--- config.mk ---
export PLATFORM = sky130hd
export DESIGN_NAME = mps_sequencer
export DESIGN_NICKNAME = d
export VERILOG_FILES = /design/src/rtl/mps_pkg.sv /design/src/rtl/mps_sync.sv /design/src/rtl/mps_timer.sv /design/src/rtl/mps_sequencer.sv
export SDC_FILE = /design/constraint.sdc
export NUM_CORES = 1
export LEC_CHECK = 0
export BUFFER_PORTS_ARGS = -buffer_cell sky130_fd_sc_hd__buf_2
export CAP_MARGIN = 20
export CORE_ASPECT_RATIO = 0.8
export CORE_MARGIN = 3
export CORE_UTILIZATION = 49
export CTS_BUF_LIST = sky130_fd_sc_hd__clkbuf_8
export CTS_CLUSTER_DIAMETER = 60
export DETAILED_ROUTE_END_ITERATION = 6
export PLACE_DENSITY = 0.86
export SLEW_MARGIN = 40
export SYNTH_ARGS = -nofsm -noshare
export SYNTH_HDL_FRONTEND = slang
export SYNTH_SLANG_ARGS = --single-unit
--- constraint.sdc ---
create_clock -name clk -period 1.7 [get_ports clk]
set_input_delay 0.255 -clock clk [delete_from_list [all_inputs] [get_ports clk]]
set_output_delay 0.255 -clock clk [all_outputs]
set_load 0.03 [all_outputs]
--- src/rtl/mps_pkg.sv ---
// Constants and types shared by the module power-state sequencer.
// Assumes a 25 MHz always-on logic clock.
package mps_pkg;
    localparam int unsigned CLK_HZ          = 25_000_000;
    localparam int unsigned HW_OFF_MIN_NS   = 10_000;
    localparam int unsigned HW_OFF_CYCLES   = (HW_OFF_MIN_NS * (CLK_HZ / 1_000_000) + 999) / 1000;
    localparam int unsigned PWRUP_CYCLES    = 16;
    localparam int unsigned WAKE_PINS       = 4;
    localparam int unsigned HOLD_W          = 8;
    localparam int unsigned SYNC_STAGES     = 3;

    typedef enum logic [1:0] {
        MPS_OFF,
        MPS_PWRUP,
        MPS_ON,
        MPS_SLEEP
    } mps_state_e;
endpackage

--- src/rtl/mps_sync.sv ---
// Three-stage input synchroniser; a change counts once stages two and three agree.
// Assumes the input is asynchronous to clk.
`timescale 1ns/1ns
module mps_sync
    import mps_pkg::*;
#(
    parameter logic RESET_VAL = 1'b0
)
(
    // Clock and reset.
    input  wire logic clk,
    input  wire logic reset,
    // Signal.
    input  wire logic async_in,
    output logic      sync_out
);
    typedef struct packed {
        logic [SYNC_STAGES-1:0] stage;
        logic                   level;
    } mps_sync_s;

    mps_sync_s st_q;
    mps_sync_s st_d;

    always_comb
    begin
        st_d       = st_q;
        st_d.stage = {st_q.stage[SYNC_STAGES-2:0], async_in};
        if (st_q.stage[1] == st_q.stage[2])
        begin
            st_d.level = st_q.stage[2];
        end
    end

    always_ff @(posedge clk or posedge reset)
    begin
        if (reset)
        begin
            st_q <= '{stage: {SYNC_STAGES{RESET_VAL}}, level: RESET_VAL};
        end
        else
        begin
            st_q <= st_d;
        end
    end

    assign sync_out = st_q.level;
endmodule

--- src/rtl/mps_timer.sv ---
// Up-counter that reports when a condition has held for a set number of cycles.
// Assumes the condition is already in the clk domain.
`timescale 1ns/1ns
module mps_timer
    import mps_pkg::*;
#(
    parameter int unsigned CYCLES = HW_OFF_CYCLES
)
(
    // Clock and reset.
    input  wire logic clk,
    input  wire logic reset,
    // Condition and result.
    input  wire logic hold_in,
    output logic      expired
);
    localparam int unsigned CW = $clog2(CYCLES + 1);

    typedef struct packed {
        logic [CW-1:0] cnt;
    } mps_timer_s;

    mps_timer_s st_q;
    mps_timer_s st_d;

    always_comb
    begin
        st_d = st_q;
        if (!hold_in)
        begin
            st_d.cnt = '0;
        end
        else if (st_q.cnt != CW'(CYCLES))
        begin
            st_d.cnt = st_q.cnt + CW'(1);
        end
    end

    always_ff @(posedge clk or posedge reset)
    begin
        if (reset)
        begin
            st_q <= '{cnt: '0};
        end
        else
        begin
            st_q <= st_d;
        end
    end

    assign expired = (st_q.cnt == CW'(CYCLES));
endmodule

--- src/rtl/mps_sequencer.sv ---
// Power-state sequencer of a compute module: OFF, ON and SLEEP with the carrier-board handshake.
// Assumes pins arrive asynchronously and the internal requests are already on clk.
//
// Summary of operation
// - Module releases module reset once internal power-up is done.
// - A low on-request starts the internal shutdown sequence.
// - Thermal, software or under-voltage need drives shutdown request low.
// - On-request low makes module assert reset; carrier supplies may then go off.
// - Only a rising on-request edge with main supply present moves OFF to PWRUP.
// - ON is reachable only from PWRUP or SLEEP.
// - OFF is the reset default; later entered from PWRUP, ON or SLEEP on an off event.
// - On-request low for at least 10 us in ON is a hardware shutdown.
// - Thermal shutdown from any state; software shutdown only in ON with software running.
// - Hardware, software and thermal shutdowns all drive shutdown request low.
// - Supply shutdown waits for on-request low even if request is asserted.
// - SLEEP is entered only from ON and resumes without a full boot.
// - In SLEEP held_outputs keep the live_outputs level from just before entry.
// - SLEEP is left on an internal, pin, temperature or VBUS wake event, or to OFF on on-request low.
// - Temperature outside hot or cold limit during SLEEP forces a wake.
// - When enabled, USB VBUS detection wakes the module from SLEEP.
// - Module reset holds processor and storage in reset and sequences carrier supplies.
// - Power management unit takes power, clock and bus wake requests.
// - Sleep indicator is low while in deep-sleep mode.
// - Recovery strap low at reset release selects USB recovery boot.
`timescale 1ns/1ns
module mps_sequencer
    import mps_pkg::*;
#(
    parameter int unsigned PWRUP_CNT = PWRUP_CYCLES,
    parameter int unsigned NWAKE     = WAKE_PINS,
    parameter int unsigned HOLD_BITS = HOLD_W
)
(
    // Clock and reset.
    input  wire logic                 clk,
    input  wire logic                 reset,
    // Carrier handshake pins.
    input  wire logic                 power_on_req,
    input  wire logic                 main_supply_ok,
    input  wire logic                 module_reset_n_in,
    output logic                      module_reset_n_out,
    output logic                      module_reset_n_oe,
    output logic                      shutdown_req_n_out,
    output logic                      shutdown_req_n_oe,
    output logic                      sleep_indicator_n,
    input  wire logic                 recovery_strap_n,
    // Internal requests.
    input  wire logic                 thermal_unsafe,
    input  wire logic                 sw_shutdown_req,
    input  wire logic                 sw_running,
    input  wire logic                 undervoltage,
    input  wire logic                 sleep_req,
    input  wire logic                 deep_sleep_req,
    input  wire logic                 temp_out_of_limits,
    input  wire logic                 vbus_detect,
    input  wire logic                 vbus_wake_en,
    input  wire logic                 internal_wake,
    input  wire logic [NWAKE-1:0]     wake_pins,
    input  wire logic [NWAKE-1:0]     wake_pin_en,
    // Internal status.
    input  wire logic [HOLD_BITS-1:0] live_outputs,
    output logic [HOLD_BITS-1:0]      held_outputs,
    output logic                      soc_reset,
    output logic                      usb_recovery,
    output logic [1:0]                power_state
);
    localparam int unsigned PW = $clog2(PWRUP_CNT + 1);

    typedef struct packed {
        mps_state_e           state;
        logic [PW-1:0]        pwr_cnt;
        logic                 on_req_prev;
        logic                 shut_req;
        logic                 deep;
        logic                 rst_drive;
        logic                 recovery;
        logic                 ext_rst_prev;
        logic [HOLD_BITS-1:0] held;
        logic                 sleep_n;
        logic [1:0]           state_out;
    } mps_seq_s;

    mps_seq_s st_q;
    mps_seq_s st_d;

    logic on_req_s;
    logic supply_s;
    logic ext_rst_s;
    logic strap_s;
    logic hw_off;

    mps_sync #(.RESET_VAL(1'b0)) u_sync_on (
        .clk      (clk),
        .reset    (reset),
        .async_in (power_on_req),
        .sync_out (on_req_s)
    );

    mps_sync #(.RESET_VAL(1'b0)) u_sync_sup (
        .clk      (clk),
        .reset    (reset),
        .async_in (main_supply_ok),
        .sync_out (supply_s)
    );

    mps_sync #(.RESET_VAL(1'b0)) u_sync_rst (
        .clk      (clk),
        .reset    (reset),
        .async_in (module_reset_n_in),
        .sync_out (ext_rst_s)
    );

    // The strap idles high, so its synchroniser resets high to avoid a false recovery request.
    mps_sync #(.RESET_VAL(1'b1)) u_sync_strap (
        .clk      (clk),
        .reset    (reset),
        .async_in (recovery_strap_n),
        .sync_out (strap_s)
    );

    // Low level must persist the minimum time while ON before it counts.
    mps_timer #(.CYCLES(HW_OFF_CYCLES)) u_hw_off (
        .clk     (clk),
        .reset   (reset),
        .hold_in (!on_req_s && st_q.state == MPS_ON),
        .expired (hw_off)
    );

    function automatic logic any_wake(input logic [NWAKE-1:0] pins, input logic [NWAKE-1:0] en);
        any_wake = |(pins & en);
    endfunction

    always_comb
    begin
        st_d             = st_q;
        st_d.on_req_prev = on_req_s;
        st_d.ext_rst_prev = ext_rst_s;
        case (st_q.state)
            MPS_OFF:
            begin
                st_d.rst_drive = 1'b1;
                st_d.shut_req  = 1'b0;
                st_d.pwr_cnt   = '0;
                if (on_req_s && !st_q.on_req_prev && supply_s)
                begin
                    st_d.state = MPS_PWRUP;
                end
            end
            MPS_PWRUP:
            begin
                if (!on_req_s)
                begin
                    st_d.state = MPS_OFF;
                end
                else if (st_q.pwr_cnt == PW'(PWRUP_CNT))
                begin
                    st_d.rst_drive = 1'b0;
                    st_d.state     = MPS_ON;
                end
                else
                begin
                    st_d.pwr_cnt = st_q.pwr_cnt + PW'(1);
                end
            end
            MPS_ON:
            begin
                // Supply shutdown waits for the carrier, whatever the request says.
                if (hw_off)
                begin
                    st_d.rst_drive = 1'b1;
                    st_d.state     = MPS_OFF;
                end
                else if (sleep_req && !st_q.shut_req)
                begin
                    st_d.held    = live_outputs;
                    st_d.deep    = deep_sleep_req;
                    st_d.sleep_n = !deep_sleep_req;
                    st_d.state   = MPS_SLEEP;
                end
            end
            MPS_SLEEP:
            begin
                if (!on_req_s)
                begin
                    st_d.rst_drive = 1'b1;
                    st_d.deep      = 1'b0;
                    st_d.sleep_n   = 1'b1;
                    st_d.state     = MPS_OFF;
                end
                else if (temp_out_of_limits || (vbus_wake_en && vbus_detect) || internal_wake
                         || any_wake(wake_pins, wake_pin_en))
                begin
                    st_d.deep    = 1'b0;
                    st_d.sleep_n = 1'b1;
                    st_d.state   = MPS_ON;
                end
            end
            default:
            begin
                st_d.state = MPS_OFF;
            end
        endcase
        // The request is sticky so a short internal event still reaches the carrier. It is set after
        // the state decode so that a thermal or supply fault seen in OFF is still raised.
        if ((st_q.state == MPS_ON && sw_shutdown_req && sw_running) || thermal_unsafe || undervoltage
            || hw_off)
        begin
            st_d.shut_req = 1'b1;
        end
        if (st_d.state != MPS_SLEEP)
        begin
            st_d.held = live_outputs;
        end
        // Strap is caught on the cycle the module reset is seen to release.
        if (ext_rst_s && !st_q.ext_rst_prev && st_q.state == MPS_ON)
        begin
            st_d.recovery = !strap_s;
        end
        else if (st_q.state == MPS_OFF)
        begin
            st_d.recovery = 1'b0;
        end
        st_d.state_out = st_d.state;
    end

    always_ff @(posedge clk or posedge reset)
    begin
        if (reset)
        begin
            st_q <= '{state: MPS_OFF, pwr_cnt: '0, on_req_prev: 1'b0, shut_req: 1'b0, deep: 1'b0,
                      rst_drive: 1'b1, recovery: 1'b0, ext_rst_prev: 1'b0, held: '0, sleep_n: 1'b1,
                      state_out: 2'h0};
        end
        else
        begin
            st_q <= st_d;
        end
    end

    assign module_reset_n_out = 1'b0;
    assign module_reset_n_oe  = st_q.rst_drive;
    assign shutdown_req_n_out = 1'b0;
    assign shutdown_req_n_oe  = st_q.shut_req;
    assign sleep_indicator_n  = st_q.sleep_n;
    assign held_outputs       = st_q.held;
    assign soc_reset          = st_q.rst_drive;
    assign usb_recovery       = st_q.recovery;
    assign power_state        = st_q.state_out;

    // Assertion helper: consecutive cycles in ON with the synchronised request low.
    localparam int unsigned LW = $clog2(HW_OFF_CYCLES + 1);

    logic [LW-1:0] low_run_q;

    always_ff @(posedge clk or posedge reset)
    begin
        if (reset)
        begin
            low_run_q <= '0;
        end
        else if (on_req_s || st_q.state != MPS_ON)
        begin
            low_run_q <= '0;
        end
        else if (low_run_q != LW'(HW_OFF_CYCLES))
        begin
            low_run_q <= low_run_q + LW'(1);
        end
    end
endmodule

==> results.md, run 1 <==
- Maximum VDD drop: 0.680 mV
- Average vias per placed instance: 5.03
- GRT Util Overall: between 10% and 20%
- GPL Wtd Cong: 0.840
- Static leakage: between 0.001 and 0.0015 uW
- Netlist cell types: 40
- TritonCTS buffer count: 5
- WL/cell: ~14 um
- Outcome: complete, no violations
- Layout cells sized above 1: between 30% and 40%
- Final WL: about 3.6 mm
- Skew-Pair Late Insertion Delay: 300 ps
- Final Hold Slack: approximately 52 ps
- Crit Path Category: flop to flop
- Hold Violations, Final: 0
- Initial Utilization: 53.7%
- Top-Level Pins: a little under 50
- Detailed Route Iter0 Violations: 88
- Reg-to-reg setup timing slack: 20 ps
- Clock sinks: 45
- Yosys warnings: 0
- DRC: 0
- CP Max Fanout: 4
- DP HPWL: about 2.7 mm
- Crit-path slowest cell: or4b_2
- Max incr delay on CP: 640 ps
- Most frequent cells in the layout: 46 x buf_2, 39 x dfrtp_1, 15 x nor2_1
- Period utilisation layout: 98.8%
- Core ar.: 3610 um^2
- DRT Pass-1 Iters: 4
- H-tree levels: 2
- Register area: approximately 1100 um^2
- Clock period minus worst slack: 1680 ps
- Max-slew headroom: between 50 and 60%
- Synth Register Bits: 45
- DIE HEIGHT: 62.3 um
- Number of synthesized flops with an enable pin: 0
- DIE AREA: roughly 4800 um^2
- Remaining antenna violation count: 0
- Worst-path clk slew: 80 ps
- Largest net degree at the start of global routing: 21
- Fin cells: roughly 260
- Max Clk Rate: 595 MHz
- Total power: 2300 uW
- Root Buffer: clkbuf_8
- Worst path bufs/invs: 1
- Initial antenna violation count: 0
- Die width: about 76 um
- CP Launch Type: flop
- FP Rows: 19
- # placed instances: 254
- Skew final: 12.6 ps
- Crit. End Element: flop
- # setup viols final: 0
- Fill cell count: around 300
- Register area share after synthesis: 58.4%
- Slew @ Worst Pin: 705 ps
- Worst Hold Class: input port to flop
- CP cell instances: inv_1 > ha_1 > nor4bb_2 > or4b_2 > o31ai_1
- Pins Over Slew Limit: 0
- Worst EP arrival: 1880 ps
- Setup repair after global routing missed its margin: yes
- Top-area cell type share of the netlist area: 50.3%
- Mapped Avg Cell Area: roughly 12 um^2
- Via count: 1,322
- Synth Instances: roughly 160
- Synthesized area: between 1500 and 2000 um^2
- First-pass GRT wire length: approximately 6.0 mm
- GRT overflow: 0
- Most used DFF post-synth: dfrtp_1
- Ranking of synthesized cells by area: dfrtp_1 50%, dfstp_2 8.1%, buf_4 5.0%
- Power per Cell Area: 984 nW/um^2
- Fin nets: 246
- Final Util: 64.6%
- Maximum clock path buffer count: 2
- TritonCTS clock tree: built
- Inserted Diodes: 0
- Number of global-route vias before repair: 1,323
- Max_cap viols: 0
- Area occupied by multi-input gates: 682 um^2
- Worst Path Required: between 1500 and 2000 ps
- Crit-path leading delay family: simple AND/OR/NAND/NOR gates
- Area grow syn2layout: 20.3%
- Port Buffers: 46
- Post-synth ARST share: 100%
- Leading area contributor after synthesis: dfrtp_1
- Commonest non-fill, non-tap cell in the layout: buf_2
==> cell families (layout without fill, tap and decap cells) <==
kind of cell | Yosys count | count (layout) | share of synthesized area, %
buffers and inverters | 23 | 71 | 6.96
XOR/XNOR | 9 | 9 | 4.06
AO/OA/AOI/OAI | 20 | 20 | 6.90
flip-flops | 45 | 45 | 58.4
AND/OR/NAND/NOR | 46 | 46 | 13.2
adder cells (fa/ha/maj) | 8 | 8 | 4.64
multiplexers | 10 | 10 | 5.67
other | 1 | 2 | 0.193
==> per-stage QoR <==
stage | area [um^2] | worst slack, ps | TNS, ps
2_1_floorplan | 1940 | 81.7 | 0
3_3_place_gp | 2220 | 110 | 0
3_5_place_dp | 2220 | 70.1 | 0
4_1_cts | 2330 | 49.4 | 0
5_1_grt | 2330 | -21.1 | -25.9
6_report | 2330 | 20.5 | 0
==> final timing paths <==
path | startpoint | end | cells past startpoint
max in group asynchronous | reset | u_sync_strap.st_d[2]$_DFF_PP1_ | 4
worst min-delay path | recovery_strap_n | u_sync_strap.st_d[2]$_DFF_PP1_ | 1
worst max register to register | st_q[17]$_DFFE_PP0P_ | st_q[18]$_DFFE_PP0P_ | 5
min in group asynchronous | reset | u_sync_rst.sync_out$_DFFE_PP0N_ | 3
worst max-delay path | st_q[17]$_DFFE_PP0P_ | st_q[18]$_DFFE_PP0P_ | 5
worst min register to register | u_sync_sup.st_d[2]$_DFF_PP0_ | u_sync_sup.st_d[3]$_DFF_PP0_ | 0
==> flip-flops by register name, indices dropped and copies added (netlist names), 2 cells and up <==
name,count
power_state,2
u_sync_on.st_d,2
u_sync_sup.st_d,2
u_sync_rst.st_d,2
u_sync_strap.st_d,2
st_q,7
u_hw_off.st_q,8
held_outputs,8
==> cell type report <==
class,instances,area share (%)
clock inverter,2,0.697
sequential,45,48.6
tap,52,2.79
clock buffer,6,3.54
timing repair buffer,55,13.9
inverter,8,1.29
multi-input combinational,95,29.2
==> per-layer routing <==
metal / GRT usage [%] / routed length (um)
met1: 19.5 / 1580
met2: 25.5 / 1700
met3: 5.20 / 274
met4: 4.75 / 31
met5: 0 / 0
==> where the power goes <==
part | internal [uW] | switching [uW]
clock | 334 | 363
combinational | 173 | 238
sequential | 1140 | 46.4
total | 1650 | 647
==> what timing repair did <==
action | CTS | global route
hold buffers | 1 | 0
buffers inserted | 0 | 0
gates resized for setup | 0 | 1
setup endpoints to repair | 0 | 2
hold endpoints to repair | 15 | 0
==> synthesized netlist by cell type, types with 3 or more instances <==
library cell,n
nand2_1,5
o21ai_0,5
inv_1,8
buf_4,13
dfstp_2,6
nand3_1,6
mux2_2,8
ha_1,4
xor2_1,6
nand2b_1,3
dfrtp_1,39
maj3_1,4
a21oi_1,4
nor2_1,15
xnor2_1,3
No activity file was read; power rests on OpenSTA's default activity.
==> run 2, diff against run 1 <==
Settings changed: CELL_PAD_IN_SITES_DETAIL_PLACEMENT set to 1, CELL_PAD_IN_SITES_GLOBAL_PLACEMENT set to 1, CORE_UTILIZATION 49 to 38.
==> run 2 against run 1 <==
Cell count up 3.4%. Maximum frequency down 0.35%. Die area up 26%. Clock skew down 1.4 ps. Utilization down 15 points. Clock power up 1%. Via count up 1.7%. Total power up 1.5%. Register-to-register slack about the same. First-iteration DRC count down 28%.
==> results.md, run 2 (synthesized netlist as in run 1, its figures left out) <==
- Area grow syn2layout: 20.8%
- Maximum VDD drop: 0.544 mV (-20%)
- WHS Path Cells: 1 (unchanged)
- # setup viols final: 0 (unchanged)
- Inserted Diodes: 0 (unchanged)
- Die width: 85.9 um (+12%)
- Skew final: 11.2 ps (-1.40 ps)
- Crit-path slowest cell: dfrtp_1
- Commonest non-fill, non-tap cell in the layout: buf_2
- Maximum clock path buffer count: 2 (unchanged)
- Via count: 1,345 (+1.7%)
- Static leakage: 0.00107 uW (+0.15%)
- Clock period minus worst slack: 1690 ps (+5.84 ps)
- Root Buffer: clkbuf_8
- CP cell instances: inv_2 > ha_1 > nor4bb_2 > nor2_1 > o31a_2
- CTS Hold Bufs: 0 (-1)
- TritonCTS clock tree: built
- Worst Path Required: 1870 ps (-30 ps)
- Max incr delay on CP: 420 ps (-220 ps)
- Largest net degree at the start of global routing: 46 (+120%)
- Crit Path Category: flop to flop
- CP Max Fanout: 3 (-1)
- Layout cells sized above 1: 42.0% (+2.2 points)
- Worst r2r path cells: 5 (unchanged)
- GRT Util Overall: 14.1% (-1.4 points)
- Most frequent cells in the layout: 46 x buf_2, 39 x dfrtp_1, 14 x nor2_1
- Final Util: 49.2% (-15 points)
- First-pass GRT wire length: 6.77 mm (+14%)
- Final Hold Slack: 48.5 ps (-3.35 ps)
- Hold Violations, Final: 0 (unchanged)
- Clock sinks: 45 (unchanged)
- Max_cap viols: 0 (unchanged)
- Detailed Route Iter0 Violations: 63 (-28%)
- Hold-critical path endpoint: u_sync_strap.st_d[2]$_DFF_PP1_
- Setup repair after global routing missed its margin: yes
- Period utilisation layout: 99.1% (+0.34 points)
- CP Launch Type: flop
- Max Clk Rate: 593 MHz (-0.35%)
- DIE AREA: 6010 um^2 (+26%)
- Power per Cell Area: 995 nW/um^2 (+1.1%)
- Port Buffers: 46 (unchanged)
- Top-Level Pins: 49 (unchanged)
- Final WL: 3.99 mm (+11%)
- Initial antenna violation count: 0 (unchanged)
- Pins Over Slew Limit: 0 (unchanged)
- GRT overflow: 0 (unchanged)
- WL/cell: 14.7 um (+7.8%)
- Skew-Pair Late Insertion Delay: 290 ps (about the same)
- # placed instances: 262 (+3.1%)
- Min-delay src: recovery_strap_n
- Slew @ Worst Pin: 559 ps (-146 ps)
- DRT Pass-1 Iters: 4 (unchanged)
- FP Rows: 22 (+3)
- Crit. End Element: flop
- Number of global-route vias before repair: 1,441 (+8.9%)
- Fin nets: 247 (+0.41%)
- Remaining antenna violation count: 0 (unchanged)
- GPL Wtd Cong: 0.803 (-4.3%)
- Worst Hold Class: input port to flop
- DIE HEIGHT: 69.9 um (+12%)
- Core ar.: 4760 um^2 (+32%)
- TritonCTS buffer count: 5 (unchanged)
- Worst EP arrival: 1860 ps (-20 ps)
- R2R Path End: power_state[0]$_DFF_PP0_
- Crit-path leading delay family: simple AND/OR/NAND/NOR gates
- Max-slew headroom: 62.7% (+10 points)
- H-tree levels: 2 (unchanged)
- Reg-to-reg setup timing slack: 10 ps (about the same)
- FF-to-FF Start: st_q[18]$_DFFE_PP0P_
- Average vias per placed instance: 4.94 (-1.6%)
- Initial Utilization: 40.8% (-13 points)
- Total power: 2330 uW (+1.5%)
- Worst-path clk slew: 90 ps (about the same)
- DP HPWL: 2.95 mm (+8.5%)
- Worst path bufs/invs: 1 (unchanged)
- DRC: 0 (unchanged)
- Fin cells: 272 (+3.4%)
- Outcome: complete, no violations
## run 2: worst max-delay path by stage
| stage | startpoint | to | slack (ps) | depth (start not counted) |
|---|---|---|---|---|
| after floorplan | power_state[0]$_DFF_PP0_ | held_outputs[0]$_DFFE_PP0P_ | 80 | 4 |
| after global placement | st_q[17]$_DFFE_PP0P_ | st_q[18]$_DFFE_PP0P_ | 130 | 5 |
| after detailed placement | st_q[17]$_DFFE_PP0P_ | st_q[18]$_DFFE_PP0P_ | 50 | 5 |
| after CTS | st_q[17]$_DFFE_PP0P_ | st_q[18]$_DFFE_PP0P_ | 20 | 5 |
| after global routing | st_q[18]$_DFFE_PP0P_ | power_state[0]$_DFF_PP0_ | -80 | 5 |
| final | st_q[18]$_DFFE_PP0P_ | power_state[0]$_DFF_PP0_ | 10 | 5 |
## run 2: routing by layer
layer	vias to the layer above	track usage, %	wire length, um
li1	640	-	-
met4	0	4.04	38
met2	50	20.5	1800
met1	651	20.0	1830
met5	-	0	0
met3	4	4.72	323
## run 2: where the power goes
part,internal (uW),switching [uW]
combinational,187,255
sequential,1140,40.2
clock,335,373
total,1670,668
## run 2: area by class of cell
cell class	instances	area (um^2)
clock buffer	6	82.6
clock inverter	2	16.3
fill	544	2420
inverter	8	30.0
multi-input combinational	95	689
sequential	45	1130
tap	60	75.1
timing repair buffer	56	318
## run 2: repair_timing
item	CTS	global route
setup buffers	0	2
gates resized for setup	0	4
endpoints found under the setup margin	0	4
hold endpoints to repair	0	0
## run 2: through the flow
stage          area (um^2)  TNS (ps)  worst slack [ps]
4_1_cts               2320         0              24.1
2_1_floorplan         1940         0              81.7
3_5_place_dp          2220         0              48.5
6_report              2340         0              14.7
3_3_place_gp          2220         0               134
5_1_grt               2340      -103             -78.1
## run 2: worst register-to-register path: stages, from the launching register on
cell	delay, ps
dfrtp_1	420
inv_2	70
ha_1	170
nor4bb_2	380
nor2_1	170
o31a_2	370
==> run 3, diff against run 2 <==
Clock period 1.7 ns to 1.5 ns, I/O delays scaled along.
==> run 3 against run 2 <==
The flow now finishes with violations (setup timing). Worst hold slack lost 25 ps. Utilization grew 5.0 points. Sequential power grew 14%. Worst setup slack lost 96 ps. Cell count grew 4.8%. Die area is the same. Critical path depth is the same. Clock power grew 36%. Combinational power grew 41%. Critical path type unchanged.
==> results.md, run 3 (synthesized netlist as in run 1, its figures left out) <==
- Outcome: finished, violations left
- Failing checks: setup timing
- P_sw: 849 uW (+27%)
- # setup viols final: 9 (+9)
- Initial Utilization: 40.8% (unchanged)
- Initial antenna violation count: 0 (unchanged)
- GRT overflow: 0 (unchanged)
- Port Buffers: 46 (unchanged)
- Internal power: 2080 uW (+25%)
- Skew final: 9.44 ps (-1.75 ps)
- DIE AREA: 6010 um^2 (unchanged)
- TritonCTS clock tree: built
- DIE HEIGHT: 69.9 um (unchanged)
- DP HPWL: 3.14 mm (+6.6%)
- DRC: 0 (unchanged)
- Hold Violations, Final: 0 (unchanged)
- Worst r2r path cells: 5 (unchanged)
- Static leakage: 0.00118 uW (+10%)
- Crit-path slowest cell: dfrtp_1
- Die width: 85.9 um (unchanged)
- Pins Over Slew Limit: 0 (unchanged)
- Setup WS post-layout: -80.8 ps (-95.5 ps)
- Worst Path Required: 1690 ps (-180 ps)
- Maximum VDD drop: 0.604 mV (+11%)
- Max Clk Rate: 633 MHz (+6.6%)
- Worst-path clk slew: 90 ps (about the same)
- Most frequent cells in the layout: 46 x buf_2, 38 x dfrtp_1, 17 x buf_4
- Worst setup startpoint: u_sync_on.sync_out$_DFFE_PP0N_
- H-tree levels: 2 (unchanged)
- Skew-Pair Late Insertion Delay: 310 ps (+20 ps)
- Inserted Diodes: 0 (unchanged)
- Reg-to-reg setup timing slack: -80 ps (-100 ps)
- CP cell instances: nand2_2 > a221o_2 > nor3_4 > buf_12 > mux2_2
- FF-to-FF Start: u_sync_on.sync_out$_DFFE_PP0N_
- Crit Path Category: flop to flop
- Min-delay src: power_on_req
- CP Max Fanout: 9 (+6)
- Setup repair after global routing missed its margin: yes
- First-pass GRT wire length: 7.31 mm (+8.0%)
- Root Buffer: clkbuf_8
- Clock period minus worst slack: 1580 ps (-104 ps)
- Switching part of the total: 29.0% (+0.33 points)
- WL/cell: 16.0 um (+9.0%)
- Max incr delay on CP: 390 ps (-30 ps)
- DRT Pass-1 Iters: 4 (unchanged)
- Worst EP arrival: 1770 ps (-90 ps)
- GPL Wtd Cong: 0.777 (-3.2%)
- Final WL: 4.56 mm (+14%)
- Area grow syn2layout: 33.1%
- Logic pwr share: 21.3% (+2.4 points)
- Maximum clock path buffer count: 2 (unchanged)
- Average vias per placed instance: 5.03 (+1.7%)
- CP Launch Type: flop
- Fin nets: 260 (+5.3%)
- Number of global-route vias before repair: 1,519 (+5.4%)
- Max_cap viols: 0 (unchanged)
- Fill cell count: 527 (-3.1%)
- Crit. End Element: flop
- TritonCTS buffer count: 5 (unchanged)
- Via count: 1,433 (+6.5%)
- Layout cells sized above 1: 49.8% (+7.8 points)
- Core ar.: 4760 um^2 (unchanged)
- FP Rows: 22 (unchanged)
- Remaining antenna violation count: 0 (unchanged)
- GRT Util Overall: 15.7% (+1.5 points)
- Power per Cell Area: 1140 nW/um^2 (+14%)
- Sequential share of power: 45.9% (-4.8 points)
- Worst setup endpoint: held_outputs[2]$_DFFE_PP0P_
- WHS Path Cells: 1 (unchanged)
- Clock Power Share: 32.8% (+2.5 points)
- Detailed Route Iter0 Violations: 73 (+16%)
- Top-Level Pins: 49 (unchanged)
- Clock sinks: 45 (unchanged)
- Largest net degree at the start of global routing: 46 (unchanged)
- Period utilisation layout: 105% (+6.3 points)
- Setup TNS: -531 ps (-531 ps)
- Commonest non-fill, non-tap cell in the layout: buf_2
- Total power: 2930 uW (+26%)
- Worst Hold Class: input port to flop
- R2R Path End: held_outputs[2]$_DFFE_PP0P_
- Final Hold Slack: 23.6 ps (-24.9 ps)
==> run 3: cell count changes in the layout (fill, tap and decap cells not counted), sizes merged <==
cell / before / now
dlygate4sd3: 0 / 3
bufinv: 0 / 1
clkbuf: 6 / 5
buf: 56 / 66
==> run 3: how the worst min path moves through the flow <==
stage,end,slack (ps)
final,u_sync_on.st_d[2]$_DFF_PP0_,20
after global routing,u_sync_on.st_d[2]$_DFF_PP0_,9
after CTS,u_sync_strap.st_d[2]$_DFF_PP1_,1
after detailed placement,u_sync_on.st_d[2]$_DFF_PP0_,280
after global placement,u_sync_rst.st_d[2]$_DFF_PP0_,280
after floorplan,u_sync_strap.st_d[2]$_DFF_PP1_,230
==> run 3: routing by layer <==
metal	share of wire (%)	wire, um	track usage [%]	vias up
li1	-	-	-	662
met3	5.8	265	4.60	9
met2	49	2240	25.2	53
met1	43	1970	20.4	709
met5	0	0	0	-
met4	1.6	74	4.57	0
==> run 3: worst max-delay path, delay by kind of cell, from the launching register on <==
kind	cells	cell delay [ps]
flops	1	390
compound gates	1	340
mux	1	330
simple gates	2	240
buf+inv	1	160
==> run 3: through the flow <==
step / utilization, % / std cells / worst slack [ps] / cell area (um^2)
floorplan: - / 163 / -98.0 / 1950
global placement: 48.3 / 271 / -23.8 / 2300
detailed placement: 48.3 / 271 / -105 / 2300
CTS: 51.9 / 281 / -81.2 / 2470
global route: 54.2 / 285 / -127 / 2580
finish: 54.2 / 285 / -80.8 / 2580
==> run 3: layout make-up <==
cell class | instances | area [um^2] | area share (%)
flip-flops and latches | 45 | 1130 | 43.9
multi-input cells | 95 | 786 | 30.4
clock inverters | 3 | 48.8 | 1.89
inverters | 8 | 30.0 | 1.16
clock buffers | 5 | 68.8 | 2.66
repair buffers | 69 | 439 | 17.0
well taps | 60 | 75.1 | 2.91
==> run 3: power by group through the flow <==
stage                     Sequential (uW)  Combinational, uW  Clock [uW]
after global placement               1360                515           0
after global routing                 1360                681        1040
after detailed placement             1370                548           0
after floorplan                      1390                291           0
after CTS                            1350                576         985
final                                1350                624         963
==> run 3: repair_timing <==
item | 4_1_cts | 5_1_grt
hold endpoints to repair | 39 | 2
resized for setup | 8 | 20
endpoints found under the setup margin | 13 | 21
hold buffers | 1 | 2
pin swaps | 2 | 6
buffers inserted | 1 | 2
